**src/hdl/deeac_pkg.sv**
```systemverilog
// Package for the data EEPROM access block: widths, operation codes, timing.
// Assumes a 100 MHz system clock.
package deeac_pkg;

    // ------------------------------------------------------------------
    // Widths
    // ------------------------------------------------------------------
    localparam int ADDR_W = 24;
    localparam int UPPER_W = 8;
    localparam int LOWER_W = 16;
    localparam int DATA_W = 16;
    localparam int WORDS = 256;
    localparam int IDX_W = 8;

    // ------------------------------------------------------------------
    // Reset values and fixed values
    // ------------------------------------------------------------------
    localparam logic [UPPER_W-1:0] UPPER_RST = 8'h00;
    localparam logic [LOWER_W-1:0] LOWER_RST = 16'h0000;
    localparam logic [DATA_W-1:0] ERASED_WORD = 16'hffff;

    // ------------------------------------------------------------------
    // Timing: programming time per operation
    // ------------------------------------------------------------------
    localparam int CLK_MHZ = 100;
    localparam int PROG_TIME_NS = 200;
    localparam int PROG_CYC = (PROG_TIME_NS * CLK_MHZ + 999) / 1000;

    // ------------------------------------------------------------------
    // Operation codes
    // ------------------------------------------------------------------
    typedef enum logic [2:0] {
        DEEAC_OP_ERASE1 = 3'h0,
        DEEAC_OP_ERASE4 = 3'h1,
        DEEAC_OP_ERASE8 = 3'h2,
        DEEAC_OP_BULK = 3'h3,
        DEEAC_OP_WRITE = 3'h4
    } deeac_op_t;

endpackage : deeac_pkg

```
**src/hdl/deeac_mem.sv**
```systemverilog
// Word memory for the data EEPROM array, registered read data.
// Assumes a single clock; one access per cycle.
`timescale 1ns/10ps
`default_nettype none
module deeac_mem #(
    parameter int DEPTH = 256,
    parameter int AW = 8,
    parameter int DW = 16
) (
    // Clock
    input wire logic clk_i,
    // Access
    input wire logic we_i,
    input wire logic [AW-1:0] addr_i,
    input wire logic [DW-1:0] wdata_i,
    output logic [DW-1:0] rdata_o
);
    logic [DW-1:0] mem [DEPTH];

    always_ff @(posedge clk_i) begin
        if (we_i) begin
            mem[addr_i] <= wdata_i;
        end
        rdata_o <= mem[addr_i];
    end
endmodule : deeac_mem
`default_nettype wire

```
**src/hdl/deeac_top.sv**
```systemverilog
// Data EEPROM access logic: captures the table-write address into hidden
// holders and performs erase, bulk erase, word write and word read.
// Assumes the core issues one table operation at a time and waits on busy.
`timescale 1ns/10ps
`default_nettype none
// Overview of operation
// - Target address is 24 bits: upper 8-bit holder and lower 16-bit holder.
// - Holders are hidden; they capture the address of the last low-word table write.
// - Address bit 0 is always zero; only even addresses are used.
// - Top bit of the upper holder always reads as zero.
// - The array is reached only by table read and table write.
// - Locations are 16 bits; high-word table accesses are ignored.
// - Erase covers one, four or eight words starting at the addressed word.
// - Bulk erase clears every location in one operation.
// - Single-word write and single-word read are supported.
module deeac_top
    import deeac_pkg::*;
#(
    parameter int WORDS_P = WORDS,
    parameter int IDX_W_P = IDX_W
) (
    // Clock and reset
    input wire logic clk_i,
    input wire logic rst_i,
    // Table write, low and high word
    input wire logic tbl_wr_i,
    input wire logic table_write_high_word_i,
    input wire logic [ADDR_W-1:0] tbl_addr_i,
    input wire logic [DATA_W-1:0] tbl_wdata_i,
    // Table read, low and high word
    input wire logic tbl_rd_i,
    input wire logic table_read_high_word_i,
    // Operation start
    input wire logic start_i,
    input wire logic [2:0] op_i,
    // Results
    output logic [DATA_W-1:0] rdata_o,
    output logic rvalid_o,
    output logic busy_o,
    output logic [UPPER_W-1:0] nvm_addr_upper_holder_o,
    output logic [LOWER_W-1:0] nvm_addr_lower_holder_o
);
    // ------------------------------------------------------------------
    // State
    // ------------------------------------------------------------------
    typedef enum logic [1:0] {ST_IDLE, ST_ERASE, ST_WRITE} deeac_st_t;

    typedef struct packed {
        deeac_st_t st;
        logic [UPPER_W-1:0] upper;
        logic [LOWER_W-1:0] lower;
        logic [DATA_W-1:0] latch;
        logic [DATA_W-1:0] rdata;
        logic [IDX_W_P-1:0] idx;
        logic [IDX_W_P-1:0] left;
        logic [15:0] tmr;
        logic rd_pend;
        logic rvalid;
        logic busy;
        logic wr_op;
    } deeac_state_t;

    deeac_state_t r;
    deeac_state_t next_r;

    logic mem_we;
    logic [IDX_W_P-1:0] mem_addr;
    logic [DATA_W-1:0] mem_wdata;
    logic [DATA_W-1:0] mem_rdata;
    logic [IDX_W_P-1:0] word_idx;

    // Word index from the byte address; bit 0 dropped
    assign word_idx = r.lower[IDX_W_P:1];

    // ------------------------------------------------------------------
    // Next state
    // ------------------------------------------------------------------
    always_comb begin
        next_r = r;
        next_r.rvalid = 1'b0;
        mem_we = 1'b0;
        mem_addr = word_idx;
        mem_wdata = ERASED_WORD;
        if (r.rd_pend) begin
            next_r.rd_pend = 1'b0;
            next_r.rvalid = 1'b1;
            next_r.rdata = mem_rdata;
        end
        unique case (r.st)
            ST_IDLE: begin
                // Low-word table write captures address and data
                if (tbl_wr_i && !table_write_high_word_i) begin
                    next_r.upper = {1'b0, tbl_addr_i[ADDR_W-2:LOWER_W]};
                    next_r.lower = {tbl_addr_i[LOWER_W-1:1], 1'b0};
                    next_r.latch = tbl_wdata_i;
                end else if (tbl_rd_i && !table_read_high_word_i) begin
                    mem_addr = tbl_addr_i[IDX_W_P:1];
                    next_r.rd_pend = 1'b1;
                end else if (start_i) begin
                    next_r.busy = 1'b1;
                    next_r.tmr = 16'(PROG_CYC);
                    // Only a word write commits the latched data after the timed phase
                    next_r.wr_op = (op_i == DEEAC_OP_WRITE);
                    unique case (op_i)
                        DEEAC_OP_ERASE4: begin
                            next_r.st = ST_ERASE;
                            next_r.idx = word_idx;
                            next_r.left = IDX_W_P'(3);
                        end
                        DEEAC_OP_ERASE8: begin
                            next_r.st = ST_ERASE;
                            next_r.idx = word_idx;
                            next_r.left = IDX_W_P'(7);
                        end
                        DEEAC_OP_BULK: begin
                            next_r.st = ST_ERASE;
                            next_r.idx = '0;
                            next_r.left = IDX_W_P'(WORDS_P - 1);
                        end
                        DEEAC_OP_WRITE: begin
                            next_r.st = ST_WRITE;
                        end
                        default: begin
                            next_r.st = ST_ERASE;
                            next_r.idx = word_idx;
                            next_r.left = '0;
                        end
                    endcase
                end
            end
            ST_ERASE: begin
                mem_addr = r.idx;
                mem_we = 1'b1;
                next_r.idx = r.idx + IDX_W_P'(1);
                if (r.left == '0) begin
                    next_r.st = ST_WRITE;
                    next_r.latch = r.latch;
                end else begin
                    next_r.left = r.left - IDX_W_P'(1);
                end
            end
            ST_WRITE: begin
                // Program timer; erase completes here too
                if (r.tmr > 16'h0001) begin
                    next_r.tmr = r.tmr - 16'h0001;
                end else begin
                    next_r.st = ST_IDLE;
                    next_r.busy = 1'b0;
                end
            end
            default: next_r.st = ST_IDLE;
        endcase
    end

    // ------------------------------------------------------------------
    // Registers
    // ------------------------------------------------------------------
    always_ff @(posedge clk_i) begin
        if (rst_i) begin
            r <= '{st: ST_IDLE, upper: UPPER_RST, lower: LOWER_RST, default: '0};
        end else begin
            r <= next_r;
        end
    end

    // Erase and word write share the timed phase; the word lands at its end
    logic wr_commit;
    assign wr_commit = (r.st == ST_WRITE) && (r.tmr <= 16'h0001) && r.wr_op;

    deeac_mem #(
        .DEPTH(WORDS_P),
        .AW(IDX_W_P),
        .DW(DATA_W)
    ) u_mem (
        .clk_i(clk_i),
        .we_i(mem_we | wr_commit),
        .addr_i(wr_commit ? word_idx : mem_addr),
        .wdata_i(wr_commit ? r.latch : mem_wdata),
        .rdata_o(mem_rdata)
    );

    // ------------------------------------------------------------------
    // Outputs
    // ------------------------------------------------------------------
    assign rdata_o = r.rdata;
    assign rvalid_o = r.rvalid;
    assign busy_o = r.busy;
    assign nvm_addr_upper_holder_o = r.upper;
    assign nvm_addr_lower_holder_o = r.lower;

    // ------------------------------------------------------------------
    // Checks
    // ------------------------------------------------------------------
    a_upper_msb_zero: assert property (@(posedge clk_i) disable iff (rst_i)
        nvm_addr_upper_holder_o[UPPER_W-1] == 1'b0) else $error("upper holder msb set");
    a_lower_lsb_zero: assert property (@(posedge clk_i) disable iff (rst_i)
        nvm_addr_lower_holder_o[0] == 1'b0) else $error("lower holder lsb set");
    a_capture_addr: assert property (@(posedge clk_i) disable iff (rst_i)
        (!busy_o && tbl_wr_i && !table_write_high_word_i) |=>
        nvm_addr_lower_holder_o[LOWER_W-1:1] == $past(tbl_addr_i[LOWER_W-1:1]))
        else $error("address not captured");
    a_high_ignored: assert property (@(posedge clk_i) disable iff (rst_i)
        (tbl_wr_i && table_write_high_word_i) |=> $stable(nvm_addr_lower_holder_o))
        else $error("high word write changed holder");
    a_busy_start: assert property (@(posedge clk_i) disable iff (rst_i)
        (!busy_o && start_i && !tbl_wr_i && !tbl_rd_i) |=> busy_o)
        else $error("busy not raised");
    a_busy_ends: assert property (@(posedge clk_i) disable iff (rst_i)
        $rose(busy_o) |-> ##[1:300] !busy_o) else $error("busy stuck");
    a_read_answer: assert property (@(posedge clk_i) disable iff (rst_i)
        (!busy_o && tbl_rd_i && !tbl_wr_i && !table_read_high_word_i) |=> ##1 rvalid_o)
        else $error("read not answered");
    a_bulk_len: assert property (@(posedge clk_i) disable iff (rst_i)
        (!busy_o && start_i && !tbl_wr_i && !tbl_rd_i && op_i == 3'h3) |=> busy_o [*8])
        else $error("bulk erase too short");
    // Four erase cycles, then the 20-cycle program time
    a_erase4_span: assert property (@(posedge clk_i) disable iff (rst_i)
        (!busy_o && start_i && !tbl_wr_i && !tbl_rd_i && op_i == 3'h1) |=>
        busy_o [*8] ##17 !busy_o) else $error("four word erase wrong length");
    // A word write holds busy for the program time only
    a_write_span: assert property (@(posedge clk_i) disable iff (rst_i)
        (!busy_o && start_i && !tbl_wr_i && !tbl_rd_i && op_i == 3'h4) |=>
        busy_o [*8] ##13 !busy_o) else $error("word write wrong length");
endmodule : deeac_top
`default_nettype wire

```
**config.mk**
```make
export PLATFORM = sky130hd
export DESIGN_NAME = deeac_top
export DESIGN_NICKNAME = d
export VERILOG_FILES = /design/src/hdl/deeac_pkg.sv /design/src/hdl/deeac_mem.sv /design/src/hdl/deeac_top.sv
export SDC_FILE = /design/constraint.sdc
export NUM_CORES = 2
export LEC_CHECK = 0
export BUFFER_PORTS_ARGS = -buffer_cell sky130_fd_sc_hd__buf_4
export CORE_ASPECT_RATIO = 0.5
export CORE_MARGIN = 4
export CORE_UTILIZATION = 40
export DETAILED_ROUTE_END_ITERATION = 10
export PLACE_DENSITY_LB_ADDON = 0.05
export SLEW_MARGIN = 20
export SYNTH_ARGS = -nofsm -noshare
export SYNTH_HDL_FRONTEND = slang
export SYNTH_SLANG_ARGS = --single-unit
```
**constraint.sdc**
```tcl
create_clock -name clk_i -period 4.4 [get_ports clk_i]
set_input_delay 0.22 -clock clk_i [delete_from_list [all_inputs] [get_ports clk_i]]
set_output_delay 0.22 -clock clk_i [all_outputs]
set_load 0.03 [all_outputs]
```
==> flow_metrics.py <==
metrics = {
    "yosys": {
        "async_flop_share_pct": 0,
        "seq_area_frac_synth_pct": 77.0,
        "synth_edf_count": 4096,
        "synth_seq_cells": 4204,
        "yosysWarnings": 0,
        "synthTopCellsByArea": "edfxtp_1 (76%), mux4_2 (12%), nand2_1 (2.0%)",
        "netlist_area_um2": 162000,
        "synth_top_area_cell": "edfxtp_1",
        "ys_types": 81,
        "yosys_most_used_dff": "edfxtp_1",
        "synth.avg_cell_area_um2": 19.3,
        "syn-instance-count": 8418,
        "post-synth-top-area-fraction_pct": 75.7,
    },
    "grt": {
        "grt_pass1_wl_um": 835000,
        "first_global_vias": 89494,
        "antenna_found_initial": 60,
        "grt_usage_pct": 29.7,
        "gr-total-overflow": 0,
        "grt_max_degree": 114,
    },
    "critical_path": {
        "cp_max_fo": 15,
        "cp-end-kind": "flop",
        "slowest_stage": "or4_1",
        "r2r_cells": 15,
        "rr_endpoint": "u_mem.rdata_o[0]",
        "rrSetupSlack_ps": -80,
        "r2r-start": "r[92]",
        "max_stage_delay_ps": 610,
        "cp_cell_sequence": "nor2b_2 -> buf_6 -> a22oi_1 -> o211ai_1 -> buf_12 -> buf_4 -> nand4_1 -> buf_12 -> nor2_1 -> a32oi_4 -> buf_4 -> a21oi_1 -> or4_1 -> buf_4 -> or4_1",
        "worstPathArrival_ps": 5310,
        "cpMostUsedCell": "buf_4",
        "worstSetupPathType": "reg2reg",
        "cp-start-kind": "flop",
        "required_ps": 5240,
    },
    "final_layout": {
        "final_area_um2": 196000,
        "final_cell_mix": "edfxtp_1 (4096), buf_4 (877), mux4_2 (873), nand2_1 (845), clkbuf_16 (399)",
        "drive_above_1_share_pct": 30.7,
        "final_common_cell": "edfxtp_1",
        "nNetsFinal": 9692,
        "area_growth_pct": 20.4,
    },
    "floorplanning": {
        "die_w_um": 909,
        "placementRows": 165,
        "dieArea_um2": 417000,
        "num_io_pins": 92,
        "die_h_um": 459,
        "core-area_um2": 404000,
        "initial_core_util_pct": 40.2,
    },
    "hold_path": {
        "worstHoldStart": "tbl_wr_i",
        "min_path_cells": 7,
        "min_to": "busy_o",
        "min_path_type": "in2reg",
    },
    "sta": {
        "setup_viol": 1,
        "finalCritPeriodShare_pct": 102,
        "report.final.slew_viol_count": 0,
        "fin_worst_skew_ps": 86.1,
        "layout_setup_ws_ps": -77.4,
        "relSlewSlack_pct": 16.3,
        "min_period_ps": 4480,
        "hold_viol": 0,
        "tightest_slew_ps": 1260,
        "max_freq_mhz": 223,
        "hold_ws_ps": 104,
        "grt_setup_unrepaired": "no",
    },
    "pwr": {
        "ir_worst_vdd_uv": 330,
        "power_w": 0.0877,
        "powerDensity_nw_per_um2": 448,
        "p_leak_nw": 48.6,
        "p_seq_share_pct": 50.1,
        "internal_power_w": 0.0656,
        "combPwrFrac_pct": 10.6,
        "switchingPower_w": 0.0220,
        "sw_frac_of_total_pct": 25.1,
        "clockPowerShare_pct": 39.3,
    },
    "clocking": {
        "cts_buffers": 388,
        "cts.sinks": 4204,
        "htree_levels": 5,
        "insertion_delay_ps": 990,
        "cts_buffer_depth": 4,
        "root_buffer": "clkbuf_16",
        "tritoncts": "built",
        "path_clk_slew_ps": 70,
    },
    "outcome": {
        "violations": "negative setup slack",
        "status": "finished, violations left",
    },
    "drt": {
        "wl_um": 631000,
        "viasPerCell": 6.13,
        "drc": 0,
        "drtAntennaViolNets": 0,
        "vias": 94339,
        "drtIter0Drc": 14521,
        "drtPass1Iterations": 6,
        "wl_per_cell_um": 41.0,
    },
    "placement": {
        "gp_congestion": 0.993,
        "dpl_cell_area_um2": 181000,
        "hpwl_um": 426000,
        "port_buffers": 87,
    },
    "job": {
        "max_cap_violations": 0,
    },
}
==> power by group through the flow <==
stage               registers (W)  logic (W)  clock network [W]
floorplan                  0.0444    0.00430                  0
global placement           0.0447    0.00883                  0
detailed placement         0.0447    0.00882                  0
CTS                        0.0439    0.00898             0.0350
global route               0.0439    0.00952             0.0366
finish                     0.0439    0.00929             0.0344
==> routing by layer <==
layer	vias up	share of wire [%]	global-route usage, %
met5	-	0.011	0
met4	10	2.9	7.62
met3	790	14	12.2
met2	5455	41	40.4
met1	51252	43	44.2
li1	36832	-	-
==> cells by family (layout without fill, tap and decap cells) <==
| kind of cell | Yosys count | in the layout | share of synthesized area [%] |
|---|---|---|---|
| flip-flops | 4204 | 4204 | 77.0 |
| AND/OR/NAND/NOR | 1831 | 1831 | 4.86 |
| multiplexers | 952 | 952 | 12.6 |
| AO/OA/AOI/OAI | 865 | 865 | 3.52 |
| buffers and inverters | 548 | 2083 | 1.88 |
| XOR/XNOR | 12 | 12 | 0.0647 |
| adder cells (fa/ha/maj) | 5 | 5 | 0.0385 |
| other | 1 | 22 | 0.00231 |
==> worst max-delay path, delay by kind of cell (launching register included) <==
kind / cells / cell delay (ps)
and+or+nand+nor: 5 / 1670
AOI/OAI and AO/OA: 4 / 1080
DFF: 1 / 360
buffers and inverters: 6 / 1230
==> synthesized netlist by cell type, types with 51 or more instances <==
| cell | n |
|---|---|
| edfxtp_1 | 4096 |
| mux4_2 | 873 |
| nand2_1 | 867 |
| nor2_1 | 423 |
| a21oi_1 | 335 |
| nand3_1 | 294 |
| clkbuf_1 | 197 |
| a22oi_1 | 176 |
| buf_2 | 134 |
| dfxtp_1 | 108 |
| buf_4 | 100 |
| mux2i_1 | 78 |
| nand4_1 | 64 |
| a32oi_1 | 60 |
| o21ai_0 | 54 |
| buf_1 | 51 |
==> timing repair <==
item | CTS | global route
resized for setup | 34 | 29
setup endpoints to repair | 15 | 13
hold buffers | 93 | 0
pin swaps | 6 | 10
cloned | 0 | 3
buffers inserted | 5 | 4
endpoints found under the hold margin | 80 | 0
==> state kept, by name (all words and copies together), names as in the netlist <==
signal                   cells
busy_o                       1
nvm_addr_lower_holder_o     15
nvm_addr_upper_holder_o      7
r                           52
rdata_o                     16
rvalid_o                     1
u_mem.mem                 4096
u_mem.rdata_o               16
==> layout make-up <==
class	count	area, um^2
multi-input cells	3667	35500
flip-flops and latches	4204	125000
inverters	10	37.5
clock inverters	208	2080
fillers	33656	209000
diodes	20	50.0
clock buffers	499	10500
well taps	5427	6790
repair buffers	1366	15400
==> per-stage QoR <==
step	setup TNS, ps	cells	util [%]	setup WS, ps
after floorplan	0	8419	-	562
after CTS	0	15373	48.3	2.03
after global routing	0	15382	48.4	5.99
after detailed placement	-6140	14568	44.9	-667
final	-77.4	15401	48.4	-77.4
after global placement	-9790	14563	44.9	-2630
==> how the worst max path moves through the flow <==
stage              from                end  slack, ps  cells after the start
6_report          r[92]   u_mem.rdata_o[0]        -80                     15
5_1_grt           r[92]   u_mem.rdata_o[1]          6                     16
4_1_cts           r[93]   u_mem.rdata_o[3]          2                     15
3_5_place_dp   tbl_wr_i   u_mem.rdata_o[2]       -670                     15
3_3_place_gp   tbl_wr_i   u_mem.rdata_o[4]      -2630                     13
2_1_floorplan     r[93]  u_mem.mem[103][0]        560                     14
No activity file was read; power rests on OpenSTA's default activity.
